### config.mk
export PLATFORM = sky130hd
export DESIGN_NAME = uhl_frame_regs
export DESIGN_NICKNAME = d
export VERILOG_FILES = /design/src/verilog/uhl_pkg.sv /design/src/verilog/uhl_bit_tick.sv /design/src/verilog/uhl_frame_regs.sv
export SDC_FILE = /design/constraint.sdc
export NUM_CORES = 1
export LEC_CHECK = 0
export ABC_AREA = 1
export BUFFER_PORTS_ARGS = -buffer_cell sky130_fd_sc_hd__buf_2
export CAP_MARGIN = 20
export CORE_ASPECT_RATIO = 0.7
export CORE_MARGIN = 8
export CORE_UTILIZATION = 50
export CTS_BUF_LIST = sky130_fd_sc_hd__clkbuf_2
export DETAILED_ROUTE_END_ITERATION = 10
export PLACE_DENSITY_LB_ADDON = 0.08
export SLEW_MARGIN = 40
export SYNTH_ARGS = -nofsm -noshare
export SYNTH_HDL_FRONTEND = slang
export SYNTH_HIERARCHICAL = 1
export SYNTH_SLANG_ARGS = --single-unit
### constraint.sdc
create_clock -name pclk -period 2 [get_ports pclk]
set_input_delay 0.2 -clock pclk [delete_from_list [all_inputs] [get_ports pclk]]
set_output_delay 0.2 -clock pclk [all_outputs]
set_load 0.05 [all_outputs]
### src/verilog/uhl_pkg.sv
// constants shared by the frame timing and list pointer register bank
//
// Overview of operation
// - master disable write clears global enable
// - disable bit one clears source, zero keeps
// - fatal error disable bit ignores writes
// - comm area pointer in bits 31:7
// - list descriptor pointers in bits 31:4
// - done head pointer in bits 31:4
// - frame length reset value is 11999
// - largest packet limit loaded each frame
// - running: frame timer counts down at 12MHz
// - timer at zero reloads from frame length
// - timer loads on entry to running state
// - every timer load copies interval toggle
// - frame count increments on load, wraps
// - periodic begin point marks periodic start
// - frame count bit 15 change flags wrap
// - running functional state encoded as 10
// - frame start flagged at each new frame

`default_nettype none

package uhl_pkg;

    // ==================================================================
    // register byte addresses
    localparam logic [31:0] ADDR_IRQ_ENABLE = 32'hB000_7010;
    localparam logic [31:0] ADDR_IRQ_DISABLE = 32'hB000_7014;
    localparam logic [31:0] ADDR_COMM_AREA = 32'hB000_7018;
    localparam logic [31:0] ADDR_PERIODIC_CUR = 32'hB000_701C;
    localparam logic [31:0] ADDR_CONTROL_HEAD = 32'hB000_7020;
    localparam logic [31:0] ADDR_CONTROL_CUR = 32'hB000_7024;
    localparam logic [31:0] ADDR_BULK_HEAD = 32'hB000_7028;
    localparam logic [31:0] ADDR_BULK_CUR = 32'hB000_702C;
    localparam logic [31:0] ADDR_DONE_HEAD = 32'hB000_7030;
    localparam logic [31:0] ADDR_FRAME_INTERVAL = 32'hB000_7034;
    localparam logic [31:0] ADDR_FRAME_LEFT = 32'hB000_7038;
    localparam logic [31:0] ADDR_FRAME_COUNT = 32'hB000_703C;
    localparam logic [31:0] ADDR_PERIODIC_START = 32'hB000_7040;

    // ==================================================================
    // field layouts
    localparam logic [31:0] IRQ_BITS_MASK = 32'hC000_006F; // bit 4 absent
    localparam int MASTER_IRQ_BIT = 31;
    localparam logic [31:0] COMM_AREA_MASK = 32'hFFFF_FF80;
    localparam logic [31:0] DESC_PTR_MASK = 32'hFFFF_FFF0;
    localparam int TOGGLE_BIT = 31;
    localparam int PKT_LIMIT_LSB = 16;
    localparam int PKT_LIMIT_W = 15;
    localparam int FRAME_TIME_W = 14;
    localparam int FRAME_COUNT_W = 16;

    // ==================================================================
    // values after reset
    localparam logic [31:0] IRQ_ENABLE_RESET = 32'h0000_0000;
    localparam logic [31:0] PTR_RESET = 32'h0000_0000;
    localparam logic [31:0] FRAME_INTERVAL_RESET = 32'h0000_2EDF;
    localparam logic [13:0] PERIODIC_START_RESET = 14'h0000;

    // ==================================================================
    // functional state and timing
    localparam logic [1:0] FSTATE_RUNNING = 2'h2;
    localparam int unsigned PCLK_KHZ = 125000;
    localparam int unsigned BIT_RATE_KHZ = 12000;

endpackage

`default_nettype wire

### src/verilog/uhl_bit_tick.sv
// fractional divider giving one pulse per 12 MHz bit time from pclk

`timescale 1ns/1ns
`default_nettype none

module uhl_bit_tick #(
    parameter int unsigned CLK_KHZ = uhl_pkg::PCLK_KHZ,
    parameter int unsigned TICK_KHZ = uhl_pkg::BIT_RATE_KHZ
) (
    input wire logic pclk,
    input wire logic presetn,
    output logic tick
);
    import uhl_pkg::*;

    localparam int ACC_W = $clog2(CLK_KHZ + TICK_KHZ + 1);
    localparam logic [ACC_W-1:0] STEP = ACC_W'(TICK_KHZ);
    localparam logic [ACC_W-1:0] WRAP = ACC_W'(CLK_KHZ);

    // the tick must be slower than pclk, or pulses would merge
    initial begin
        if (TICK_KHZ == 0 || TICK_KHZ >= CLK_KHZ) begin
            $error("uhl_bit_tick: tick rate must be below clock rate");
        end
    end

    logic [ACC_W-1:0] acc;
    logic [ACC_W-1:0] next_acc;
    logic next_tick;

    // phase accumulator: average rate exact, jitter one pclk period
    always_comb begin
        next_acc = acc + STEP;
        next_tick = 1'b0;
        if (next_acc >= WRAP) begin
            next_acc = next_acc - WRAP;
            next_tick = 1'b1;
        end
    end

    // accumulator and registered pulse
    always_ff @(posedge pclk or negedge presetn) begin
        if (!presetn) begin
            acc <= '0;
            tick <= 1'b0;
        end else begin
            acc <= next_acc;
            tick <= next_tick;
        end
    end

endmodule

`default_nettype wire

### src/verilog/uhl_frame_regs.sv
// interrupt enable set, list pointers and frame timing with APB access
//
// Added by the designer: the APB interface to the registers.

`timescale 1ns/1ns
`default_nettype none

module uhl_frame_regs #(
    parameter int unsigned CLK_KHZ = uhl_pkg::PCLK_KHZ,
    parameter int unsigned BIT_KHZ = uhl_pkg::BIT_RATE_KHZ
) (
    input wire logic pclk,
    input wire logic presetn,
    input wire logic psel,
    input wire logic penable,
    input wire logic pwrite,
    input wire logic [31:0] paddr,
    input wire logic [31:0] pwdata,
    output logic [31:0] prdata,
    output logic pready,
    output logic pslverr,
    input wire logic [1:0] func_state,
    output logic [31:0] irq_enable,
    output logic [31:0] comm_area_ptr,
    output logic [31:0] periodic_cur_ptr,
    output logic [31:0] control_head_ptr,
    output logic [31:0] control_cur_ptr,
    output logic [31:0] bulk_head_ptr,
    output logic [31:0] bulk_cur_ptr,
    output logic [31:0] done_head_ptr,
    output logic [uhl_pkg::PKT_LIMIT_W-1:0] largest_packet_limit,
    output logic largest_packet_load,
    output logic [uhl_pkg::FRAME_TIME_W-1:0] frame_time_count,
    output logic remaining_toggle,
    output logic [uhl_pkg::FRAME_COUNT_W-1:0] frame_count,
    output logic [uhl_pkg::FRAME_TIME_W-1:0] periodic_begin_point,
    output logic periodic_begin_hit,
    output logic frame_start_event,
    output logic frame_wrap_event
);
    import uhl_pkg::*;

    // ==================================================================
    // elaboration checks
    initial begin
        if (BIT_KHZ == 0 || BIT_KHZ >= CLK_KHZ) begin
            $error("uhl_frame_regs: bit rate must be below pclk rate");
        end
    end

    // ==================================================================
    // state of the block, registered as one word
    typedef struct packed {
        logic [31:0] rdata;
        logic ready;
        logic err;
        logic [31:0] ien;
        logic [31:0] comm;
        logic [31:0] per_cur;
        logic [31:0] ctl_head;
        logic [31:0] ctl_cur;
        logic [31:0] blk_head;
        logic [31:0] blk_cur;
        logic [31:0] done;
        logic intv_toggle;
        logic [PKT_LIMIT_W-1:0] pkt_limit;
        logic [FRAME_TIME_W-1:0] frame_len;
        logic rem_toggle;
        logic [FRAME_TIME_W-1:0] rem;
        logic [FRAME_COUNT_W-1:0] fnum;
        logic [FRAME_TIME_W-1:0] per_start;
        logic was_running;
        logic pkt_load;
        logic per_hit;
        logic sof;
        logic wrap;
    } uhl_state_t;

    uhl_state_t st;
    uhl_state_t next_st;
    logic bit_tick;

    // ==================================================================
    // helpers
    // true when the address is one this bank answers
    function automatic logic uhl_mapped(input logic [31:0] a);
        case (a)
            ADDR_IRQ_ENABLE, ADDR_IRQ_DISABLE, ADDR_COMM_AREA,
            ADDR_PERIODIC_CUR, ADDR_CONTROL_HEAD, ADDR_CONTROL_CUR,
            ADDR_BULK_HEAD, ADDR_BULK_CUR, ADDR_DONE_HEAD,
            ADDR_FRAME_INTERVAL, ADDR_FRAME_LEFT, ADDR_FRAME_COUNT,
            ADDR_PERIODIC_START: uhl_mapped = 1'b1;
            default: uhl_mapped = 1'b0;
        endcase
    endfunction

    // 16-byte aligned descriptor pointer, reserved low bits zero
    function automatic logic [31:0] uhl_desc(input logic [31:0] d);
        uhl_desc = d & DESC_PTR_MASK;
    endfunction

    // read image of the frame interval register
    function automatic logic [31:0] uhl_intv_word(input uhl_state_t s);
        logic [31:0] w;
        w = 32'h0000_0000;
        w[TOGGLE_BIT] = s.intv_toggle;
        w[PKT_LIMIT_LSB +: PKT_LIMIT_W] = s.pkt_limit;
        w[FRAME_TIME_W-1:0] = s.frame_len;
        uhl_intv_word = w;
    endfunction

    // ==================================================================
    // 12 MHz bit time strobe
    uhl_bit_tick #(
        .CLK_KHZ(CLK_KHZ),
        .TICK_KHZ(BIT_KHZ)
    ) u_bit_tick (
        .pclk(pclk),
        .presetn(presetn),
        .tick(bit_tick)
    );

    // ==================================================================
    // next state: bus slave, register writes and frame timing
    always_comb begin
        logic setup;
        logic access;
        logic wr;
        logic running;
        logic load;
        logic [FRAME_TIME_W-1:0] dec;
        logic [FRAME_COUNT_W-1:0] fnum_inc;

        next_st = st;
        setup = psel && !penable;
        access = psel && penable && st.ready;
        wr = access && pwrite && !st.err;
        running = (func_state == FSTATE_RUNNING);
        load = 1'b0;
        dec = st.rem - 14'h0001;
        fnum_inc = st.fnum + 16'h0001;

        // answer one cycle after setup: pready high for the first
        // access cycle only, so every transfer takes two cycles
        next_st.ready = setup;
        next_st.err = setup && !uhl_mapped(paddr);
        next_st.rdata = 32'h0000_0000;
        if (setup && !pwrite) begin
            case (paddr)
                ADDR_IRQ_ENABLE: next_st.rdata = st.ien;
                ADDR_IRQ_DISABLE: next_st.rdata = st.ien;
                ADDR_COMM_AREA: next_st.rdata = st.comm;
                ADDR_PERIODIC_CUR: next_st.rdata = st.per_cur;
                ADDR_CONTROL_HEAD: next_st.rdata = st.ctl_head;
                ADDR_CONTROL_CUR: next_st.rdata = st.ctl_cur;
                ADDR_BULK_HEAD: next_st.rdata = st.blk_head;
                ADDR_BULK_CUR: next_st.rdata = st.blk_cur;
                ADDR_DONE_HEAD: next_st.rdata = st.done;
                ADDR_FRAME_INTERVAL: next_st.rdata = uhl_intv_word(st);
                ADDR_FRAME_LEFT: begin
                    next_st.rdata[TOGGLE_BIT] = st.rem_toggle;
                    next_st.rdata[FRAME_TIME_W-1:0] = st.rem;
                end
                ADDR_FRAME_COUNT: next_st.rdata[FRAME_COUNT_W-1:0] = st.fnum;
                ADDR_PERIODIC_START: begin
                    next_st.rdata[FRAME_TIME_W-1:0] = st.per_start;
                end
                default: next_st.rdata = 32'h0000_0000;
            endcase
        end

        // writes land at the access edge; read-only words ignore them
        if (wr) begin
            case (paddr)
                // enable side sets bits; the absent fatal error bit is
                // masked out so it always reads zero
                ADDR_IRQ_ENABLE: begin
                    next_st.ien = st.ien | (pwdata & IRQ_BITS_MASK);
                end
                // one clears the matching enable, zero leaves it alone;
                // bit 31 drops the global enable itself
                ADDR_IRQ_DISABLE: begin
                    next_st.ien = st.ien & ~(pwdata & IRQ_BITS_MASK);
                end
                ADDR_COMM_AREA: next_st.comm = pwdata & COMM_AREA_MASK;
                ADDR_PERIODIC_CUR: next_st.per_cur = uhl_desc(pwdata);
                ADDR_CONTROL_HEAD: next_st.ctl_head = uhl_desc(pwdata);
                ADDR_CONTROL_CUR: next_st.ctl_cur = uhl_desc(pwdata);
                ADDR_BULK_HEAD: next_st.blk_head = uhl_desc(pwdata);
                ADDR_BULK_CUR: next_st.blk_cur = uhl_desc(pwdata);
                ADDR_DONE_HEAD: next_st.done = uhl_desc(pwdata);
                // toggle is stored as written; flipping it is up to
                // software, the timer only copies it at the next load
                ADDR_FRAME_INTERVAL: begin
                    next_st.intv_toggle = pwdata[TOGGLE_BIT];
                    next_st.pkt_limit = pwdata[PKT_LIMIT_LSB +: PKT_LIMIT_W];
                    next_st.frame_len = pwdata[FRAME_TIME_W-1:0];
                end
                ADDR_PERIODIC_START: begin
                    next_st.per_start = pwdata[FRAME_TIME_W-1:0];
                end
                default: next_st.done = st.done;
            endcase
        end

        // frame timer: load on entry to running, else count bit times
        next_st.was_running = running;
        next_st.per_hit = 1'b0;
        if (running && !st.was_running) begin
            load = 1'b1;
        end else if (running && bit_tick) begin
            if (st.rem == 14'h0000) begin
                load = 1'b1;
            end else begin
                next_st.rem = dec;
                // list processor starts periodic work at this point
                next_st.per_hit = (dec == st.per_start);
            end
        end

        // every load opens a frame: copy toggle, bump the frame count,
        // restart the packet limit and report the new frame
        next_st.pkt_load = load;
        next_st.sof = load;
        next_st.wrap = 1'b0;
        if (load) begin
            next_st.rem = st.frame_len;
            next_st.rem_toggle = st.intv_toggle;
            next_st.fnum = fnum_inc;
            next_st.wrap = fnum_inc[15] != st.fnum[15];
        end
    end

    // ==================================================================
    // state register
    always_ff @(posedge pclk or negedge presetn) begin
        if (!presetn) begin
            st <= '0;
            st.ien <= IRQ_ENABLE_RESET;
            st.comm <= PTR_RESET;
            st.per_cur <= PTR_RESET;
            st.ctl_head <= PTR_RESET;
            st.ctl_cur <= PTR_RESET;
            st.blk_head <= PTR_RESET;
            st.blk_cur <= PTR_RESET;
            st.done <= PTR_RESET;
            st.intv_toggle <= FRAME_INTERVAL_RESET[TOGGLE_BIT];
            st.pkt_limit <= FRAME_INTERVAL_RESET[PKT_LIMIT_LSB +: PKT_LIMIT_W];
            st.frame_len <= FRAME_INTERVAL_RESET[FRAME_TIME_W-1:0];
            st.per_start <= PERIODIC_START_RESET;
        end else begin
            st <= next_st;
        end
    end

    // ==================================================================
    // outputs, each straight from the state register
    assign prdata = st.rdata;
    assign pready = st.ready;
    assign pslverr = st.err;
    assign irq_enable = st.ien;
    assign comm_area_ptr = st.comm;
    assign periodic_cur_ptr = st.per_cur;
    assign control_head_ptr = st.ctl_head;
    assign control_cur_ptr = st.ctl_cur;
    assign bulk_head_ptr = st.blk_head;
    assign bulk_cur_ptr = st.blk_cur;
    assign done_head_ptr = st.done;
    // the limit is sampled by the packet counter on the load pulse
    assign largest_packet_limit = st.pkt_limit;
    assign largest_packet_load = st.pkt_load;
    assign frame_time_count = st.rem;
    assign remaining_toggle = st.rem_toggle;
    assign frame_count = st.fnum;
    assign periodic_begin_point = st.per_start;
    assign periodic_begin_hit = st.per_hit;
    assign frame_start_event = st.sof;
    assign frame_wrap_event = st.wrap;

endmodule

`default_nettype wire

==> metrics.txt, run 1 <==
Hold Crit Class in2reg; final worst-path cycle share 0.965; Skew-Pair Late Insertion Delay 970 ps; Worst EP required 2850 ps; CTS Buffer Depth 3; RSZ-0062 raised after global routing yes; H-tree levels 3; WL final 66,500 um; Final Util 0.592; CTS buffer count 83; Final min period 1930 ps; Worst Path Arrival 2780 ps; Mapped Area 18,900 sq um; gr ovfl total 0; Initial Util 0.507; CTS Root Cell clkbuf_2; layout cell share with drive strength beyond 1 0.290; PwrDens 697 nW/um^2; MaxCap Viol Count 0; drt pass-1 iters 6; Setup WS post-layout 69.1 ps; gr usage total 0.290; post-route antenna net violation count 0; pre-CTS setup slack -75.6 ps; WL per Instance 20.4 um; Yosys reg bits 330; I/O Pins 425; status finished, final reports clean; yosys warns 6; commonest non-fill, non-tap cell in the layout nand2_1; # clock sinks 330; number of vias per cell 5.27; placed cell areas 20,000 sq um; Detail Placement HPWL 47,800 um; number of DRC markers in iteration 0 1,593; fin nets 2,780; Synth Flop Type dfrtp_1; most frequent cells in the layout nand2_1 (566), dfrtp_1 (304), buf_2 (296); Slew Limit Fails 0; Port-buffer cells 369; sequential share of the synthesized area 0.438; startpoint types flop; WS Path Type reg2reg; number of global-route vias before repair 16,200; Post-synth EDFFs 0; die width 248 um; CTS clk-pin slew, worst paths 120 ps; Least-Margin Pin Slew 578 ps; pin count of the biggest net entering global routing 66; f_max 518 MHz; max_slew headroom 0.611; Final Wtd Congestion 0.946; Final Hold Vio Count 0; final clock skew 83.4 ps; CP max FO 6; Unique masters post-synth 40; first-pass GRT wire length 97,800 um; P&R area growth vs syn 16.8%; Core ar. 37,200 sq um; Site Rows 59; mean post-synth cell area 7.77 sq um; CTS tree done; design area 22,000 sq um; Setup violations, final 0; hold slack 88.8 ps; CP Capture Type flop; initial antenna violation count 3; vias post-DR 17,200; ys async rst share 1.00; die footprint 44,300 sq um; worst-case vdd ir drop 0.423 mV; Cells after Synth 2,430; Post-route DRC 0; P_leak 11.8 nW; Die Y 179 um
## cell families after synthesis
| group | count (synthesis) | share of synthesized area |
|---|---|---|
| simple gates | 1071 | 0.246 |
| xor+xnor | 34 | 0.0176 |
| other cells | 1 | 0.000199 |
| fa+ha+maj | 7 | 0.00464 |
| compound gates | 325 | 0.0891 |
| buf+inv | 662 | 0.204 |
| flops | 330 | 0.438 |
## per-layer routing
layer  wire length [um]  share of wire  up-vias  track usage
met5                 27        0.00041        -            0
met4               2330          0.035        4        0.112
met3               5780          0.087      156       0.0645
met2              30300           0.46      815        0.455
li1                   -              -     7970            -
met1              28000           0.42     8207        0.391
## metrics by stage
stage	power, W	std cells	TNS [ps]
5_1_grt	0.0161	3254	-594
4_1_cts	0.0153	3246	0
3_3_place_gp	0.0102	3035	-249
2_1_floorplan	0.00940	2484	0
3_5_place_dp	0.0102	3035	-643
6_report	0.0154	3255	0
## synthesized netlist by cell type, drive strengths merged, types with 9 or more instances
master,instances,share of area
xor2,25,0.012
clkbuf,57,0.011
nand2,606,0.12
dfrtp,319,0.42
o211ai,12,0.0048
buf,393,0.15
o21ai,292,0.077
dfstp,11,0.015
inv,211,0.042
nor2,162,0.036
nand4,32,0.011
a21oi,9,0.0024
nor3,11,0.0034
nand3,249,0.067
## worst paths after layout
kind / cells after the start / slack (ps) / startpoint / endpoint
max in group asynchronous: 5 / 1120 / presetn / u_bit_tick/acc[17]
min: 8 / 90 / paddr[7] / prdata[6]
min reg2reg: 2 / 500 / st[52] / st[52]
max: 15 / 70 / u_bit_tick/acc[6] / u_bit_tick/acc[8]
max reg2reg: 15 / 70 / u_bit_tick/acc[6] / u_bit_tick/acc[8]
min in group asynchronous: 4 / 420 / presetn / u_bit_tick/acc[4]
## sequential cells by signal, summed over array words and instances, names as in the netlist, 14 cells and up, named ones only
| signal | count |
|---|---|
| prdata | 32 |
| bulk_cur_ptr | 28 |
| bulk_head_ptr | 28 |
| control_cur_ptr | 28 |
| control_head_ptr | 28 |
| done_head_ptr | 28 |
| periodic_cur_ptr | 28 |
| comm_area_ptr | 25 |
| frame_count | 16 |
| st | 16 |
| largest_packet_limit | 15 |
| u_bit_tick/acc | 15 |
| frame_time_count | 14 |
| periodic_begin_point | 14 |
## worst max-delay path, cell delays in order, from the launching register on
cell and delay (ps):
dfrtp_1 380, inv_2 60, ha_4 170, nand2_4 90, nand2_4 60, nand3_4 90, nand2_2 80, nand2_2 90
nand2_2 60, nand2_2 100, nand2_4 70, nor2_8 200, nand2_8 100, buf_6 140, nand4_1 80, nand2_1 60
## repair_timing
item                                   in CTS  in global routing
setup endpoints to repair                  60                 85
hold buffers                               58                  0
resized for setup                          70                106
setup buffers                               4                  7
endpoints found under the hold margin     620                  0
cloned                                      1                  1
pin swaps                                   2                 17
## final cells by class
type | count | area [sq um]
fill | 3484 | 15200
sequential | 330 | 8290
multi-input combinational | 1493 | 7250
timing repair buffer | 582 | 4320
inverter | 212 | 798
clock buffer | 125 | 626
tap | 488 | 611
clock inverter | 23 | 140
antenna | 2 | 5.00
## power by group
| part | switching [W] | internal [W] |
|---|---|---|
| registers | 0.000180 | 0.00685 |
| logic | 0.00236 | 0.00114 |
| clock network | 0.00291 | 0.00191 |
Power figures use the tool's default switching activity.
==> run 2: changes to the inputs <==
--- a/config.mk
+++ b/config.mk
@@ -14,6 +14,7 @@
 export CTS_BUF_LIST = sky130_fd_sc_hd__clkbuf_2
 export DETAILED_ROUTE_END_ITERATION = 10
 export PLACE_DENSITY_LB_ADDON = 0.08
+export REMOVE_ABC_BUFFERS = 1
 export SLEW_MARGIN = 40
 export SYNTH_ARGS = -nofsm -noshare
 export SYNTH_HDL_FRONTEND = slang
==> run 2 against run 1 <==
Sequential power about the same. Combinational power up 5%. Clock skew down 19 ps. Core utilization up 0.44 points. Final cell count up 1.1%. Via count about the same. Die area unchanged. Global-route usage up 0.32 points. Critical path depth down 2. Sequential cell count unchanged. Register-to-register slack about the same. Fmax down 0.44%.
==> metrics.txt, run 2 (same netlist as run 1, synthesis figures left out) <==
gr usage total 0.294; family with the most delay on the worst path simple AND/OR/NAND/NOR gates; max FFs per register 32; PwrDens 690 nW/um^2; vias post-DR 17,100; CTS tree done; number of vias per cell 5.21; gr ovfl total 0; number of DRC markers in iteration 0 1,554; RSZ-0062 raised after global routing yes; CP max stage cell dfrtp_1; H-tree levels 3; CP max FO 5; Skew-Pair Late Insertion Delay 990 ps; number of global-route vias before repair 16,300; P&R area growth vs syn 17.7%; post-route antenna net violation count 0; Core ar. 37,200 sq um; Buf+Inv Stages, Crit Path 3; MaxCap Viol Count 0; initial antenna violation count 1; Post-route DRC 0; pin count of the biggest net entering global routing 71; die width 248 um; # clock sinks 330; WL final 66,900 um; CTS clk-pin slew, worst paths 100 ps; Final Wtd Congestion 0.958; CP most frequent cell nand2_4; Final min period 1940 ps; die footprint 44,300 sq um; fin nets 2,820; placed cell areas 20,300 sq um; Setup violations, final 0; layout cell share with drive strength beyond 1 0.298; commonest non-fill, non-tap cell in the layout nand2_1; Detail Placement HPWL 48,800 um; Initial Util 0.507; Port-buffer cells 369; CTS Buffer Depth 3; design area 22,200 sq um; I/O Pins 425; Worst Path Arrival 2750 ps; CTS buffer count 82; Final Hold Vio Count 0; total power 0.0153 W; slowest stage delay, CP 400 ps; WS Path Type reg2reg; startpoint types flop; first-pass GRT wire length 99,500 um; final worst-path cycle share 0.970; max_slew headroom 0.528; worst-case vdd ir drop 0.385 mV; status finished, final reports clean; Site Rows 59; Slew Limit Fails 0; final clock skew 64.5 ps; CP Capture Type flop; CP cell instances inv_2, ha_4, nand2_4, nand2_4, nand3_4, buf_6, xor2_4, nand2_2, nor2_4, nand2_4, buf_6, nand4_1, nand2_1; drt pass-1 iters 6; Hold Crit Class in2reg; most frequent cells in the layout nand2_1 (569), dfrtp_1 (302), buf_2 (302); P_leak 12.0 nW; Final Util 0.597; Die Y 179 um; CTS Root Cell clkbuf_2; Least-Margin Pin Slew 703 ps; f_max 516 MHz; WL per Instance 20.3 um; Worst EP required 2810 ps
-- run 2: power breakdown --
group | leakage [nW] | internal (W) | switching [W] | total, W
combinational | 6.96 | 0.00128 | 0.00240 | 0.00368
clock | 0.552 | 0.00173 | 0.00288 | 0.00461
sequential | 4.46 | 0.00685 | 0.000169 | 0.00702
total | 12.0 | 0.00987 | 0.00545 | 0.0153
-- run 2: stage by stage --
step           hold WS, ps  setup TNS (ps)  cells  setup slack, ps
2_1_floorplan        -95.6         -380650   2034            -1900
3_3_place_gp           160            -412   3073            -26.5
3_5_place_dp           164           -2720   3073             -109
4_1_cts               30.9               0   3274             1.64
5_1_grt               45.1            -388   3291            -50.0
6_report               116               0   3292             60.6
-- run 2: worst paths after layout --
path	startpoint	to	slack (ps)	cells past startpoint
min in group asynchronous	presetn	done_head_ptr[5]	430	4
setup reg to reg	u_bit_tick/acc[6]	u_bit_tick/acc[8]	60	13
setup / recovery	u_bit_tick/acc[6]	u_bit_tick/acc[8]	60	13
hold / removal	pwdata[14]	control_cur_ptr[14]	120	4
max in group asynchronous	presetn	comm_area_ptr[11]	1140	4
hold reg to reg	st[52]	st[52]	510	2
-- run 2: repair_timing --
| item | in CTS | in global routing |
|---|---|---|
| gates cloned | 0 | 1 |
| endpoints found under the hold margin | 625 | 0 |
| setup buffers | 3 | 15 |
| pin swaps | 3 | 26 |
| gates resized for setup | 62 | 100 |
| hold buffers | 54 | 0 |
| setup endpoints to repair | 55 | 59 |
-- run 2: cell type report --
type	count	area, sq um
clock buffers	120	601
repair buffers	623	4540
flip-flops and latches	330	8290
inverters	212	796
well taps	488	611
clock inverters	24	134
diodes	2	5.00
fillers	3502	15000
multi-input cells	1493	7220
-- run 2: worst reg2reg max path, stage by stage, from the launching register on --
cell and delay (ps):
dfrtp_1 400, inv_2 80, ha_4 160, nand2_4 70, nand2_4 70, nand3_4 70, buf_6 130, xor2_4 220
nand2_2 100, nor2_4 130, nand2_4 100, buf_6 140, nand4_1 80, nand2_1 70
-- run 2: metal layers --
layer / GRT usage / share of wire / up-vias
met5: 0 / 0 / -
li1: - / - / 8039
met1: 0.415 / 0.44 / 8137
met3: 0.0607 / 0.089 / 131
met4: 0.0994 / 0.031 / 0
met2: 0.446 / 0.44 / 838
